### src/hw/eisa_defs.vh
// Constants for the two-wire memory target front end
`ifndef EISA_DEFS_VH
`define EISA_DEFS_VH
// Select byte layout and type identifiers
`define EISA_TYPE_MEM 4'ha
`define EISA_TYPE_IDP 4'hb
`define EISA_SEL_TYPE_HI 7
`define EISA_SEL_TYPE_LO 4
`define EISA_SEL_CE 3
`define EISA_SEL_A9 2
`define EISA_SEL_A8 1
`define EISA_SEL_RW 0
// Address byte fields
`define EISA_ADR_LOCK 7
`define EISA_ADR_PAGE_HI 3
// Bit slot counts within one byte frame
`define EISA_BITS_DATA 4'h8
`define EISA_BITS_ACK 4'h9
`define EISA_BITS_ZERO 4'h0
`define EISA_BITS_ONE 4'h1
// Protocol phases
`define EISA_PH_IDLE 3'h0
`define EISA_PH_SEL 3'h1
`define EISA_PH_ADDR 3'h2
`define EISA_PH_DATA 3'h3
`define EISA_PH_BUSY 3'h4
// Reset values and page address step
`define EISA_BYTE_RST 8'h00
`define EISA_ADDR_RST 10'h000
`define EISA_PAGE_STEP 4'h1
`endif

### src/hw/eisa_target.v
// Two-wire serial memory target: start/stop, select decode, address, data acknowledge
`timescale 1ns/1ns
`include "eisa_defs.vh"
// Functional notes
// - Start is SDA fall with SCL high
// - Watch for Start always, except write cycle
// - Stop is SDA rise with SCL high
// - Stop after write launches write cycle
// - Sample SDA on SCL rising edge
// - Receiver pulls SDA low on ninth pulse
// - Acknowledge only type 1010b or 1011b
// - Respond only when b3 matches strap
// - Floating strap reads as zero
// - Select bit 0: one read, zero write
// - Select byte arrives MSB first
// - b2 b1 give address bits 9 and 8
// - ID page ignores b2 b1, low nibble
// - No match: release bus, standby until Start
// - Match: acknowledge; on write expect address byte, on read signal request and go idle
// - Acknowledge the address byte
// - Write protect high blocks array writes
// - Write protect high: no data acknowledge
// - Array is 64 pages of 16 bytes
// - SDA open drain, pull low only
// - Always target, never drives the clock
// - Write only on Stop in tenth slot
// - Busy: SDA released, no answers
// - ID page write uses address bit 7 zero
// - ID lock uses address bit 7 one
module eisa_target #(
  parameter WR_CYCLES = 20000,
  parameter CNT_W = 16
) (
  input wire clk_sys,
  input wire resetn,
  input wire scl_in,
  input wire sda_in,
  output reg sda_out_q,
  output reg sda_oe_n_q,
  input wire chip_select_strap,
  input wire write_protect_input,
  output reg [9:0] mem_addr_q,
  output reg id_page_q,
  output reg id_lock_q,
  output reg [7:0] wr_data_q,
  output reg wr_strobe_q,
  output reg rd_start_q,
  output reg wcyc_start_q,
  output reg busy_q
);

  localparam [CNT_W-1:0] WR_LAST = WR_CYCLES - 1;

  reg scl_s1_q, scl_s2_q, scl_s3_q;
  reg sda_s1_q, sda_s2_q, sda_s3_q;
  reg ce_s1_q, ce_s2_q;
  reg wp_s1_q, wp_s2_q;
  reg [2:0] phase_q;
  reg [3:0] bit_cnt_q;
  reg [7:0] shift_q;
  reg ack_q;
  reg any_q;
  reg rw_q;
  reg [CNT_W-1:0] wr_cnt_q;

  wire scl_rise;
  wire scl_fall;
  wire start_seen;
  wire stop_seen;
  wire receiving;

  // Type identifier and chip-enable bit must both match
  function sel_match;
    input [7:0] sel;
    input ce;
    begin
      sel_match = ((sel[`EISA_SEL_TYPE_HI:`EISA_SEL_TYPE_LO] == `EISA_TYPE_MEM) ||
                   (sel[`EISA_SEL_TYPE_HI:`EISA_SEL_TYPE_LO] == `EISA_TYPE_IDP)) &&
                  (sel[`EISA_SEL_CE] == ce);
    end
  endfunction

  // Only stage two and three feed the edge logic; stage one is metastability margin
  always @(posedge clk_sys) begin
    if (!resetn) begin
      scl_s1_q <= 1'b1;
      scl_s2_q <= 1'b1;
      scl_s3_q <= 1'b1;
      sda_s1_q <= 1'b1;
      sda_s2_q <= 1'b1;
      sda_s3_q <= 1'b1;
      ce_s1_q <= 1'b0;
      ce_s2_q <= 1'b0;
      wp_s1_q <= 1'b0;
      wp_s2_q <= 1'b0;
    end else begin
      scl_s1_q <= scl_in;
      scl_s2_q <= scl_s1_q;
      scl_s3_q <= scl_s2_q;
      sda_s1_q <= sda_in;
      sda_s2_q <= sda_s1_q;
      sda_s3_q <= sda_s2_q;
      ce_s1_q <= chip_select_strap;
      ce_s2_q <= ce_s1_q;
      wp_s1_q <= write_protect_input;
      wp_s2_q <= wp_s1_q;
    end
  end

  assign scl_rise = scl_s2_q && !scl_s3_q;
  assign scl_fall = !scl_s2_q && scl_s3_q;
  assign start_seen = scl_s2_q && scl_s3_q && sda_s3_q && !sda_s2_q;
  assign stop_seen = scl_s2_q && scl_s3_q && !sda_s3_q && sda_s2_q;
  assign receiving = (phase_q == `EISA_PH_SEL) || (phase_q == `EISA_PH_ADDR) ||
                     (phase_q == `EISA_PH_DATA);

  always @(posedge clk_sys) begin
    if (!resetn) begin
      phase_q <= `EISA_PH_IDLE;
      bit_cnt_q <= `EISA_BITS_ZERO;
      shift_q <= `EISA_BYTE_RST;
      ack_q <= 1'b0;
      any_q <= 1'b0;
      rw_q <= 1'b0;
      wr_cnt_q <= {CNT_W{1'b0}};
      sda_out_q <= 1'b0;
      sda_oe_n_q <= 1'b1;
      mem_addr_q <= `EISA_ADDR_RST;
      id_page_q <= 1'b0;
      id_lock_q <= 1'b0;
      wr_data_q <= `EISA_BYTE_RST;
      wr_strobe_q <= 1'b0;
      rd_start_q <= 1'b0;
      wcyc_start_q <= 1'b0;
      busy_q <= 1'b0;
    end else begin
      // Data pin only ever pulls low; the high level comes from the pull-up
      sda_out_q <= 1'b0;
      wr_strobe_q <= 1'b0;
      rd_start_q <= 1'b0;
      wcyc_start_q <= 1'b0;
      if (phase_q == `EISA_PH_BUSY) begin
        // Bus is ignored entirely until the write cycle has run out
        sda_oe_n_q <= 1'b1;
        if (wr_cnt_q == WR_LAST) begin
          wr_cnt_q <= {CNT_W{1'b0}};
          phase_q <= `EISA_PH_IDLE;
          busy_q <= 1'b0;
        end else begin
          wr_cnt_q <= wr_cnt_q + {{(CNT_W-1){1'b0}}, 1'b1};
        end
      end else if (start_seen) begin
        phase_q <= `EISA_PH_SEL;
        bit_cnt_q <= `EISA_BITS_ZERO;
        sda_oe_n_q <= 1'b1;
        ack_q <= 1'b0;
        any_q <= 1'b0;
      end else if (stop_seen) begin
        sda_oe_n_q <= 1'b1;
        bit_cnt_q <= `EISA_BITS_ZERO;
        // The Stop's own SCL rise is the tenth slot; it has already bumped the count to one
        if ((phase_q == `EISA_PH_DATA) && (bit_cnt_q == `EISA_BITS_ONE) && any_q) begin
          phase_q <= `EISA_PH_BUSY;
          wcyc_start_q <= 1'b1;
          busy_q <= 1'b1;
        end else begin
          phase_q <= `EISA_PH_IDLE;
        end
        any_q <= 1'b0;
      end else if (receiving && scl_rise) begin
        // Sampling on the rising edge relies on the master holding SDA across it
        if (bit_cnt_q < `EISA_BITS_DATA) begin
          shift_q <= {shift_q[6:0], sda_s2_q};
          bit_cnt_q <= bit_cnt_q + `EISA_BITS_ONE;
        end else if (bit_cnt_q == `EISA_BITS_DATA) begin
          bit_cnt_q <= `EISA_BITS_ACK;
        end
      end else if (receiving && scl_fall) begin
        if (bit_cnt_q == `EISA_BITS_DATA) begin
          // Ninth slot opens: decide acknowledge and latch the byte's meaning
          case (phase_q)
            `EISA_PH_SEL: begin
              ack_q <= sel_match(shift_q, ce_s2_q);
              sda_oe_n_q <= !sel_match(shift_q, ce_s2_q);
              rw_q <= shift_q[`EISA_SEL_RW];
              if (sel_match(shift_q, ce_s2_q)) begin
                id_page_q <= (shift_q[`EISA_SEL_TYPE_HI:`EISA_SEL_TYPE_LO] ==
                              `EISA_TYPE_IDP);
                if (shift_q[`EISA_SEL_TYPE_HI:`EISA_SEL_TYPE_LO] == `EISA_TYPE_MEM) begin
                  mem_addr_q[9] <= shift_q[`EISA_SEL_A9];
                  mem_addr_q[8] <= shift_q[`EISA_SEL_A8];
                end
              end
            end
            `EISA_PH_ADDR: begin
              ack_q <= 1'b1;
              sda_oe_n_q <= 1'b0;
              if (id_page_q) begin
                // Page write needs bit 7 clear, lock needs it set
                mem_addr_q <= {6'h00, shift_q[`EISA_ADR_PAGE_HI:0]};
                id_lock_q <= shift_q[`EISA_ADR_LOCK];
              end else begin
                mem_addr_q[7:0] <= shift_q;
                id_lock_q <= 1'b0;
              end
            end
            `EISA_PH_DATA: begin
              ack_q <= !wp_s2_q;
              sda_oe_n_q <= wp_s2_q;
              if (!wp_s2_q) begin
                wr_data_q <= shift_q;
                wr_strobe_q <= 1'b1;
              end
            end
            default: begin
              ack_q <= 1'b0;
              sda_oe_n_q <= 1'b1;
            end
          endcase
        end else if (bit_cnt_q == `EISA_BITS_ACK) begin
          sda_oe_n_q <= 1'b1;
          bit_cnt_q <= `EISA_BITS_ZERO;
          case (phase_q)
            `EISA_PH_SEL: begin
              if (!ack_q) begin
                phase_q <= `EISA_PH_IDLE;
              end else if (rw_q) begin
                // Data output is handled elsewhere; this front end only frames the request
                phase_q <= `EISA_PH_IDLE;
                rd_start_q <= 1'b1;
              end else begin
                phase_q <= `EISA_PH_ADDR;
              end
            end
            `EISA_PH_ADDR: begin
              phase_q <= `EISA_PH_DATA;
            end
            `EISA_PH_DATA: begin
              if (ack_q) begin
                any_q <= 1'b1;
                // Page roll-over: only the byte-in-page bits advance
                mem_addr_q[3:0] <= mem_addr_q[3:0] + `EISA_PAGE_STEP;
              end
            end
            default: begin
              phase_q <= `EISA_PH_IDLE;
            end
          endcase
        end
      end
    end
  end

  // The block never drives SCL: it has no clock output at all

endmodule

### config.mk
export PLATFORM = sky130hd
export DESIGN_NAME = eisa_target
export DESIGN_NICKNAME = d
export VERILOG_FILES = /design/src/hw/eisa_target.v
export VERILOG_INCLUDE_DIRS = /design/src /design/src/hw
export SDC_FILE = /design/constraint.sdc
export NUM_CORES = 1
export LEC_CHECK = 0
export ABC_CLOCK_PERIOD_IN_PS = 2120
export BUFFER_PORTS_ARGS = -buffer_cell sky130_fd_sc_hd__buf_4
export CORE_AREA = 2 2 87 131
export CTS_CLUSTER_DIAMETER = 100
export DETAILED_ROUTE_END_ITERATION = 10
export DIE_AREA = 0 0 89 133
export GPL_TIMING_DRIVEN = 0
export PLACE_DENSITY = 0.47
export SLEW_MARGIN = 30
export SYNTH_ARGS = -nofsm -noshare
export SYNTH_HDL_FRONTEND = slang
export SYNTH_SLANG_ARGS = --single-unit
### constraint.sdc
create_clock -name clk_sys -period 2.12 [get_ports clk_sys]
set_input_delay 0.424 -clock clk_sys [delete_from_list [all_inputs] [get_ports clk_sys]]
set_output_delay 0.424 -clock clk_sys [all_outputs]
set_load 0.02 [all_outputs]
==> flow_metrics.py, run 1 <==
metrics = {
    "global_routing": {
        "busiest_layer": "met2",
        "grt_pass1_vias": 2632,
        "grt_use_met2_pct": 26.1,
        "grtUsageMet3_pct": 4.12,
        "grt_first_pass_wirelength_um": 13300,
        "antenna_found_initial": 0,
        "grt_usage_pct": 14.8,
        "grt-ovfl-total": 0,
        "grt_max_degree": 12,
        "met1_usage_pct": 16.4,
    },
    "pwr": {
        "p_leak_nw": 1.53,
        "p_per_area_nw_per_um2": 735,
        "ir_drop_uv": 475,
    },
    "placed_design": {
        "gp_congestion": 0.886,
        "io_buffer_count": 30,
        "post-place-ws_ns": 0.0614,
        "dp_hpwl_um": 5940,
    },
    "yosys": {
        "syn-cell-area_um2": 3150,
        "synth_top_area_share_pct": 43.8,
        "synthArstFlopShare_pct": 0,
        "yosys.area.top_type": "dfxtp_1",
        "synthDistinctLibCells": 59,
        "syn_inst": 351,
        "synth_compound_area_share_pct": 12.0,
        "synth-edff-count": 0,
        "synth.area.mux_share_pct": 6.03,
        "avgSynthCellArea_um2": 8.98,
        "yosys.area_share.xor_xnor_pct": 3.06,
        "synth.area.top_cells": "dfxtp_1 (44%), mux2i_1 (6.0%), nor2_1 (5.8%)",
        "yosysWarningCount": 0,
        "synth_seq_cells": 69,
        "synthSimpleGateAreaFrac_pct": 28.7,
        "syn_nets": 362,
        "synth_top_family_by_area": "simple AND/OR/NAND/NOR gates",
        "synthAdderAreaFrac_pct": 1.98,
        "ys_seq_area_share_pct": 43.8,
        "synth-main-ff-cell": "dfxtp_1",
    },
    "sta": {
        "maxSlewHeadroom_pct": 54.0,
        "max_freq_mhz": 510,
        "slew_viol_final": 0,
        "timing.final.crit_share_pct": 92.4,
        "finalSetupViolCount": 0,
        "worstMarginPinSlew_ns": 0.691,
        "fin_ws_ns": 0.161,
        "skew_ns": 0.00452,
        "finalCriticalPeriod_ns": 1.96,
        "hold_violations": 0,
        "fin_tns_setup_ns": 0,
        "rsz0062_at_grt": "no",
    },
    "worst_setup_path": {
        "critPathMaxFanout": 7,
        "cp.arrival_ns": 2.14,
        "r2r_start": "bit_cnt_q[0]",
        "required_ns": 2.30,
        "crit_path_start": "bit_cnt_q[0]",
        "end_kind": "flop",
        "critPathKind": "reg2reg",
        "cp-start-kind": "flop",
        "crit_path_end": "mem_addr_q[8]",
        "reg2reg_depth": 8,
        "rrSetupSlack_ns": 0.16,
        "r2r-end": "mem_addr_q[8]",
    },
    "route": {
        "drc": 0,
        "drtAntennaViolNets": 0,
        "post_drt_wl_per_cell_um": 14.9,
        "avgViaCountPerCell": 4.82,
        "drt-total-wl_um": 8140,
        "drt_iter0_markers": 120,
        "vias": 2638,
        "drt-pass1-iter-count": 4,
    },
    "layout": {
        "multi_input_area_um2": 1640,
        "fill_cells": 1178,
        "seq_area_um2": 1380,
        "nets": 406,
        "drive_above_1_share_pct": 19.0,
        "synthToLayoutAreaGrowth_pct": 23.1,
        "antenna_cells": 0,
    },
    "die": {
        "core_area_um2": 10800,
        "fp.dieH_um": 133,
        "initial_core_util_pct": 29.1,
        "io_pins": 32,
        "rows": 47,
        "fp.dieW_um": 89,
        "die_area_um2": 11800,
    },
    "worst_hold_path": {
        "worstHoldPathType": "in2reg",
    },
    "cts": {
        "cts_made_buffers": 9,
        "clkTransAtPathRegs_ns": 0.05,
        "cts_tree": "yes",
        "ctsHoldBuffers": 0,
        "cts.sinks": 69,
        "cts_max_level": 3,
        "cts_root_buffer": "clkbuf_16",
        "clk_latency_ns": 0.33,
        "clockBufferDepth": 2,
    },
    "job": {
        "cap_violations": 0,
    },
    "run_status": {
        "outcome": "complete, no violations",
    },
}
[cells by family after synthesis]
logic type,after synthesis
simple gates,162
flops,69
compound gates,57
buf+inv,27
mux,19
xor+xnor,11
fa+ha+maj,5
other cells,1
[per-layer routing]
metal | part of all wire [%] | vias up
met1 | 41 | 1246
met3 | 3.4 | 16
met5 | 0 | -
met4 | 2.8 | 0
met2 | 53 | 49
li1 | - | 1327
[power breakdown]
part	internal [mW]	switching, mW
clock network	0.938	0.531
registers	1.31	0.00738
logic	0.0240	0.0445
[worst min path at each step]
stage / startpoint / to / slack, ns / cells after the start
after detailed placement: scl_s1_q / scl_s2_q / 0.40 / 1
after floorplan: scl_s1_q / scl_s2_q / 0.39 / 1
final: scl_in / scl_s1_q / 0.28 / 2
after CTS: scl_in / scl_s1_q / 0.27 / 2
after global routing: scl_in / scl_s1_q / 0.28 / 2
after global placement: sda_s1_q / sda_s2_q / 0.39 / 1
[sequential cells by signal (all words and copies together), names as in the netlist, 3 cells and up]
name        count
mem_addr_q     10
wr_data_q       8
bit_cnt_q       4
wr_cnt_q       16
shift_q         8
phase_q         3
[critical path, cell delays in order, from the launching register on]
cell and delay [ns]:
dfxtp_1 0.35, inv_1 0.11, ha_2 0.25, nand3b_1 0.22
or3_1 0.39, buf_2 0.17, o21ai_0 0.13, or2_2 0.12
a21oi_1 0.06
[placed cells by master (no fill, tap or decap), drive strengths merged, types with 3 or more instances in the layout]
| master | netlist | routed |
|---|---|---|
| mux2i | 19 | 19 |
| a21oi | 20 | 20 |
| and2 | 7 | 7 |
| clkbuf | 8 | 20 |
| nor4 | 4 | 4 |
| nor4b | 3 | 3 |
| nor3b | 4 | 4 |
| nand3 | 12 | 12 |
| dfxtp | 69 | 69 |
| inv | 8 | 8 |
| nand2 | 29 | 29 |
| nand4 | 5 | 5 |
| xnor2 | 3 | 3 |
| nand4bb | 3 | 3 |
| ha | 5 | 5 |
| nor3 | 9 | 9 |
| a311oi | 5 | 5 |
| nor2 | 50 | 50 |
| o31ai | 3 | 3 |
| or2 | 3 | 3 |
| o21ai | 11 | 11 |
| buf | 11 | 44 |
| nand2b | 9 | 9 |
| a31oi | 4 | 4 |
| or3 | 3 | 3 |
| and3 | 8 | 8 |
| nand4b | 3 | 3 |
| xor2 | 8 | 8 |
[synth_stat cells (2+ instances only)]
| library cell | n |
|---|---|
| o211ai_1 | 2 |
| nor4_1 | 4 |
| and3_1 | 8 |
| or3b_1 | 2 |
| nand3_1 | 12 |
| nor3b_2 | 2 |
| a21oi_1 | 20 |
| buf_4 | 3 |
| nor2_1 | 49 |
| o31ai_1 | 3 |
| a22oi_1 | 2 |
| nor3_1 | 7 |
| or3_1 | 3 |
| nand2b_1 | 9 |
| a31oi_1 | 4 |
| nand4b_1 | 3 |
| mux2i_1 | 19 |
| buf_6 | 2 |
| and2_1 | 7 |
| inv_1 | 8 |
| dfxtp_1 | 69 |
| xor2_1 | 8 |
| or2_2 | 3 |
| buf_2 | 6 |
| xnor2_1 | 3 |
| o21ai_0 | 10 |
| nand2_1 | 29 |
| a311oi_1 | 4 |
| a21boi_0 | 2 |
| clkbuf_1 | 7 |
| nand3b_1 | 2 |
| o32ai_1 | 2 |
| nor3b_1 | 2 |
| ha_1 | 5 |
| nand4_1 | 5 |
| nand4bb_1 | 2 |
[timing repair]
action	4_1_cts	5_1_grt
resized for setup	0	1
buffers inserted	0	3
setup endpoints to repair	0	11
[through the flow]
step	std cells	hold WS (ns)	cell area (µm²)	total power, mW	util [%]
final	547	0.277	3880	2.85	35.9
after global routing	547	0.275	3880	2.98	35.9
after CTS	544	0.268	3860	2.91	35.6
after detailed placement	528	0.399	3560	1.41	32.9
after global placement	528	0.390	3560	1.41	32.9
after floorplan	351	0.386	3150	1.38	-
[final cells by class]
cell class | instances | share of cell area, %
clock inverters | 4 | 1.23
multi-input cells | 255 | 42.2
flip-flops and latches | 69 | 35.6
inverters | 8 | 0.774
clock buffers | 12 | 6.35
plain buffers | 19 | 2.74
well taps | 147 | 4.74
repair buffers | 33 | 6.38
(Power assumes the default switching activity.)
==> inputs of run 2 (changes only) <==
--- a/config.mk
+++ b/config.mk
@@ -8,10 +8,10 @@
 export LEC_CHECK = 0
 export ABC_CLOCK_PERIOD_IN_PS = 2120
 export BUFFER_PORTS_ARGS = -buffer_cell sky130_fd_sc_hd__buf_4
-export CORE_AREA = 2 2 87 131
+export CORE_AREA = 2 2 101 113
 export CTS_CLUSTER_DIAMETER = 100
 export DETAILED_ROUTE_END_ITERATION = 10
-export DIE_AREA = 0 0 89 133
+export DIE_AREA = 0 0 103 115
 export GPL_TIMING_DRIVEN = 0
 export PLACE_DENSITY = 0.47
 export SLEW_MARGIN = 30
==> run 2 against run 1 <==
Compared with the run above:
- combinational power is 2% lower
- first-iteration DRC count is 5.0% lower
- sequential share of layout area is 0.10 points lower
- register-to-register slack better by 0.04 ns
- worst setup slack better by 0.045 ns
- critical path depth stayed put
- worst hold slack worse by 0.0069 ns
- utilization is 0.47 points higher
- final cell count is 0.18% lower
==> flow_metrics.py, run 2 (synthesis results as in run 1) <==
metrics = {
    "sta": {
        "worstMarginPinSlew_ns": 0.664,
        "fin_ws_ns": 0.206,
        "finalSetupViolCount": 0,
        "rsz0062_at_grt": "no",
        "fin_tns_setup_ns": 0,
        "slew_viol_final": 0,
        "finalCriticalPeriod_ns": 1.91,
        "timing.final.crit_share_pct": 90.3,
        "skew_ns": 0.00610,
        "hold_violations": 0,
        "max_freq_mhz": 522,
        "maxSlewHeadroom_pct": 55.7,
    },
    "global_routing": {
        "grt-ovfl-total": 0,
        "grt_max_degree": 13,
        "grt_pass1_vias": 2533,
        "grt_usage_pct": 14.4,
        "grt_first_pass_wirelength_um": 13000,
        "antenna_found_initial": 0,
    },
    "layout": {
        "reg.largest.list": "wr_cnt_q x16, mem_addr_q x10",
        "drive_above_1_share_pct": 19.5,
        "layout_commonest_cell": "dfxtp_1",
        "fin_cells": 546,
        "largest_register_ffs": 16,
        "synthToLayoutAreaGrowth_pct": 23.5,
        "fin_util_pct": 36.3,
        "layout_common_cells": "dfxtp_1 (69), nor2_1 (49), buf_4 (35)",
        "nets": 405,
        "antenna_cells": 0,
        "top_register": "wr_cnt_q",
    },
    "worst_setup_path": {
        "cp.arrival_ns": 2.12,
        "required_ns": 2.32,
        "end_kind": "flop",
        "path_cells": "inv_1 > ha_2 > nand3b_1 > buf_4 > and3_1 > o21ai_2 > mux2i_1 > nor2_1",
        "cp-start-kind": "flop",
        "critPathKind": "reg2reg",
        "critPathMaxFanout": 7,
        "critPathMaxStageDelay_ns": 0.35,
        "slowest_stage": "dfxtp_1",
    },
    "cts": {
        "cts.sinks": 69,
        "cts_max_level": 3,
        "cts_made_buffers": 9,
        "clk_latency_ns": 0.33,
        "clockBufferDepth": 2,
        "clkTransAtPathRegs_ns": 0.06,
        "cts_root_buffer": "clkbuf_16",
        "cts_tree": "yes",
    },
    "pwr": {
        "ir_drop_uv": 491,
        "p_total_mw": 2.90,
        "p_per_area_nw_per_um2": 744,
        "p_leak_nw": 1.54,
    },
    "route": {
        "vias": 2603,
        "drtAntennaViolNets": 0,
        "avgViaCountPerCell": 4.77,
        "post_drt_wl_per_cell_um": 14.1,
        "drt_iter0_markers": 114,
        "drt-total-wl_um": 7720,
        "drc": 0,
        "drt-pass1-iter-count": 4,
    },
    "placed_design": {
        "io_buffer_count": 30,
        "dpl.cell_count": 528,
        "gp_congestion": 0.820,
        "dp_hpwl_um": 5390,
        "post-place-ws_ns": 0.0335,
    },
    "die": {
        "core_area_um2": 10700,
        "fp.dieH_um": 115,
        "fp.dieW_um": 103,
        "io_pins": 32,
        "rows": 40,
        "die_area_um2": 11800,
        "initial_core_util_pct": 29.4,
    },
    "run_status": {
        "outcome": "complete, no violations",
    },
    "job": {
        "cap_violations": 0,
    },
    "worst_hold_path": {
        "worstHoldPathType": "in2reg",
    },
}
-- run 2: cell types whose count changed in the layout (fill, tap and decap cells not counted) --
| cell | change |
|---|---|
| clkinvlp_4 | +2 |
| nor3b_4 | +1 |
| nor3_1 | -1 |
| nor3_2 | +1 |
| clkbuf_1 | -2 |
| buf_4 | -1 |
| nor3b_2 | -1 |
-- run 2: repair_timing --
action	in CTS	in global routing
endpoints found under the setup margin	0	13
hold buffers	0	0
setup buffers	0	2
resized for setup	0	3
-- run 2: path summary, 6_finish.rpt --
| kind | startpoint | endpoint | slack (ns) | cells past startpoint |
|---|---|---|---|---|
| worst min-delay path | sda_in | sda_s1_q | 0.27 | 2 |
| worst max-delay path | bit_cnt_q[0] | mem_addr_q[1] | 0.21 | 8 |
| worst max register to register | bit_cnt_q[0] | mem_addr_q[1] | 0.21 | 8 |
| worst min register to register | scl_s1_q | scl_s2_q | 0.40 | 1 |
-- run 2: report_power, final --
group	internal (mW)	total (mW)	switching, mW	leakage (nW)
Combinational	0.0241	0.0673	0.0432	0.843
Sequential	1.31	1.31	0.00729	0.558
Clock	0.938	1.52	0.579	0.140
Total	2.27	2.90	0.629	1.54
-- run 2: layer usage --
metal  vias to the layer above  share of wire [%]  wire length, µm  global-route usage (%)
met5                         -                  0                0                       0
met1                      1226                 47             3650                    17.8
li1                       1329                  -                -                       -
met4                         0                2.4              184                    7.98
met2                        36                 48             3690                    23.1
met3                        12                2.6              202                    3.10
-- run 2: final cells by class --
type,instances,area [µm²]
inverters,8,30.0
flip-flops and latches,69,1380
well taps,147,184
multi-input cells,255,1650
clock buffers,10,239
plain buffers,19,106
repair buffers,32,240
clock inverters,6,62.6
fillers,1150,6820
-- run 2: critical path: cells and delay by family, from the launching register on --
| family | cells | cell delay [ns] |
|---|---|---|
| AOI/OAI and AO/OA | 1 | 0.28 |
| muxes | 1 | 0.22 |
| adders and majority gates | 1 | 0.28 |
| and+or+nand+nor | 3 | 0.36 |
| DFF | 1 | 0.35 |
| buffers and inverters | 2 | 0.28 |
-- run 2: through the flow --
| step | hold WS (ns) | area, µm² |
|---|---|---|
| floorplan | 0.386 | 3150 |
| global placement | 0.390 | 3560 |
| detailed placement | 0.392 | 3560 |
| CTS | 0.260 | 3860 |
| global route | 0.262 | 3890 |
| finish | 0.270 | 3890 |
==> inputs of run 3 (changes only) <==
--- a/config.mk
+++ b/config.mk
@@ -6,7 +6,7 @@
 export SDC_FILE = /design/constraint.sdc
 export NUM_CORES = 1
 export LEC_CHECK = 0
-export ABC_CLOCK_PERIOD_IN_PS = 2120
+export ABC_CLOCK_PERIOD_IN_PS = 1800
 export BUFFER_PORTS_ARGS = -buffer_cell sky130_fd_sc_hd__buf_4
 export CORE_AREA = 2 2 101 113
 export CTS_CLUSTER_DIAMETER = 100
==> constraint.sdc (replaced) <==
create_clock -name clk_sys -period 1.8 [get_ports clk_sys]
set_input_delay 0.36 -clock clk_sys [delete_from_list [all_inputs] [get_ports clk_sys]]
set_output_delay 0.36 -clock clk_sys [all_outputs]
set_load 0.02 [all_outputs]
==> run 3 against run 2 <==
Compared with the run above:
- worst hold slack worse by 0.066 ns
- clock skew about the same
- global-route usage up 0.12 points
- count of clock-buffer cells in the layout unchanged
==> flow_metrics.py, run 3 (synthesis results as in run 1) <==
metrics = {
    "run_status": {
        "outcome": "complete, no violations",
    },
    "worst_hold_path": {
        "worstHoldStart": "sda_in",
        "min_to": "sda_s1_q",
        "hold_depth": 2,
        "worstHoldPathType": "in2reg",
    },
    "worst_setup_path": {
        "r2r_start": "phase_q[0]",
        "end_kind": "flop",
        "critPathKind": "reg2reg",
        "slowest_stage": "or3b_4",
        "cpLargestDelayFamily": "simple AND/OR/NAND/NOR gates",
        "critPathMaxFanout": 7,
        "reg2reg_depth": 6,
        "required_ns": 2.00,
        "critPathMaxStageDelay_ns": 0.42,
        "cp.depth": 6,
        "critPathBufInv": 1,
        "r2r-end": "mem_addr_q[9]",
        "cp.arrival_ns": 1.94,
        "cp-start-kind": "flop",
        "path_cells": "or3b_4 > or3_4 > buf_6 > o21ai_1 > or2_4 > a21oi_1",
        "rrSetupSlack_ns": 0.05,
    },
    "layout": {
        "drive_above_1_share_pct": 27.2,
        "layout_common_cells": "dfxtp_1 (60), nor2_1 (48), buf_4 (42)",
        "top_register": "wr_cnt_q",
        "layout_commonest_cell": "dfxtp_1",
        "reg.largest.list": "wr_cnt_q x16, mem_addr_q x10",
        "nets": 410,
        "antenna_cells": 0,
        "largest_register_ffs": 16,
        "synthToLayoutAreaGrowth_pct": 30.4,
        "fin_util_pct": 38.4,
        "final_area_um2": 4110,
    },
    "global_routing": {
        "grt_first_pass_wirelength_um": 13100,
        "grt_pass1_vias": 2571,
        "antenna_found_initial": 0,
        "grt_usage_pct": 14.5,
        "grt-ovfl-total": 0,
        "grt_max_degree": 13,
    },
    "sta": {
        "skew_ns": 0.00647,
        "worstMarginPinSlew_ns": 0.688,
        "finalSetupViolCount": 0,
        "hold_violations": 0,
        "rsz0062_at_grt": "yes",
        "fin_hold_ws_ns": 0.204,
        "maxSlewHeadroom_pct": 54.1,
        "timing.final.crit_share_pct": 97.0,
        "max_freq_mhz": 573,
        "finalCriticalPeriod_ns": 1.75,
        "slew_viol_final": 0,
    },
    "route": {
        "drt-pass1-iter-count": 4,
        "avgViaCountPerCell": 4.74,
        "post_drt_wl_per_cell_um": 14.3,
        "drtAntennaViolNets": 0,
        "vias": 2609,
        "drc": 0,
        "drt-total-wl_um": 7900,
        "drt_iter0_markers": 111,
    },
    "cts": {
        "clockBufferDepth": 2,
        "ctsHoldBuffers": 0,
        "cts_tree": "yes",
        "clk_latency_ns": 0.34,
        "cts_max_level": 3,
        "cts_made_buffers": 9,
        "clkTransAtPathRegs_ns": 0.06,
        "cts.sinks": 69,
        "cts_root_buffer": "clkbuf_16",
    },
    "die": {
        "core_area_um2": 10700,
        "initial_core_util_pct": 29.4,
        "fp.dieW_um": 103,
        "die_area_um2": 11800,
        "io_pins": 32,
        "fp.dieH_um": 115,
        "rows": 40,
    },
    "placed_design": {
        "placed_area_um2": 3560,
        "dp_hpwl_um": 5390,
        "io_buffer_count": 30,
        "gp_congestion": 0.820,
    },
    "pwr": {
        "ir_drop_uv": 593,
        "p_leak_nw": 1.60,
        "p_total_mw": 3.42,
        "p_per_area_nw_per_um2": 831,
    },
    "job": {
        "cap_violations": 0,
    },
}
[run 3: through the flow]
step                      setup WS [ns]  setup TNS [ns]  std cells
after detailed placement         -0.287           -2.60        528
after global placement           -0.282           -2.62        528
final                            0.0543               0        551
after floorplan                  0.0468               0        351
after global routing            -0.0268         -0.0747        551
after CTS                      -0.00282        -0.00282        547
[run 3: worst register-to-register path: cells and delay by family, from the launching register on]
kind	cells	cell delay (ns)
compound gates	2	0.17
buf+inv	1	0.14
flops	1	0.36
simple gates	3	0.92
[run 3: cell type report]
type	instances	area (µm²)
buffer	18	123
clock buffer	10	239
clock inverter	6	62.6
fill	1138	6600
inverter	8	30.0
multi-input combinational	255	1790
sequential	69	1400
tap	147	184
timing repair buffer	38	285
[run 3: repair_timing]
action / 4_1_cts / 5_1_grt
pin swaps: 2 / 7
cloned: 0 / 0
resized for setup: 15 / 41
endpoints found under the setup margin: 18 / 40
buffers inserted: 3 / 5
[run 3: report_power, final]
part           internal (mW)  switching [mW]
clock                   1.10           0.686
combinational         0.0310          0.0526
sequential              1.53         0.00900
total                   2.67           0.747
[run 3: worst max path at each step]
stage	slack (ns)	to	start
after CTS	-0.003	bit_cnt_q[2]	scl_s3_q
after global placement	-0.28	mem_addr_q[8]	bit_cnt_q[0]
final	0.05	mem_addr_q[9]	phase_q[0]
after floorplan	0.05	mem_addr_q[8]	bit_cnt_q[0]
after detailed placement	-0.29	mem_addr_q[8]	bit_cnt_q[0]
after global routing	-0.03	wr_cnt_q[9]	phase_q[1]
[run 3: metal layers]
metal  GRT usage (%)  vias up  wire, µm
met5               0        -         0
met4            8.07        0       211
met3            3.10       14       208
met2            23.5       34      3830
met1            17.8     1224      3650
li1                -     1337         -
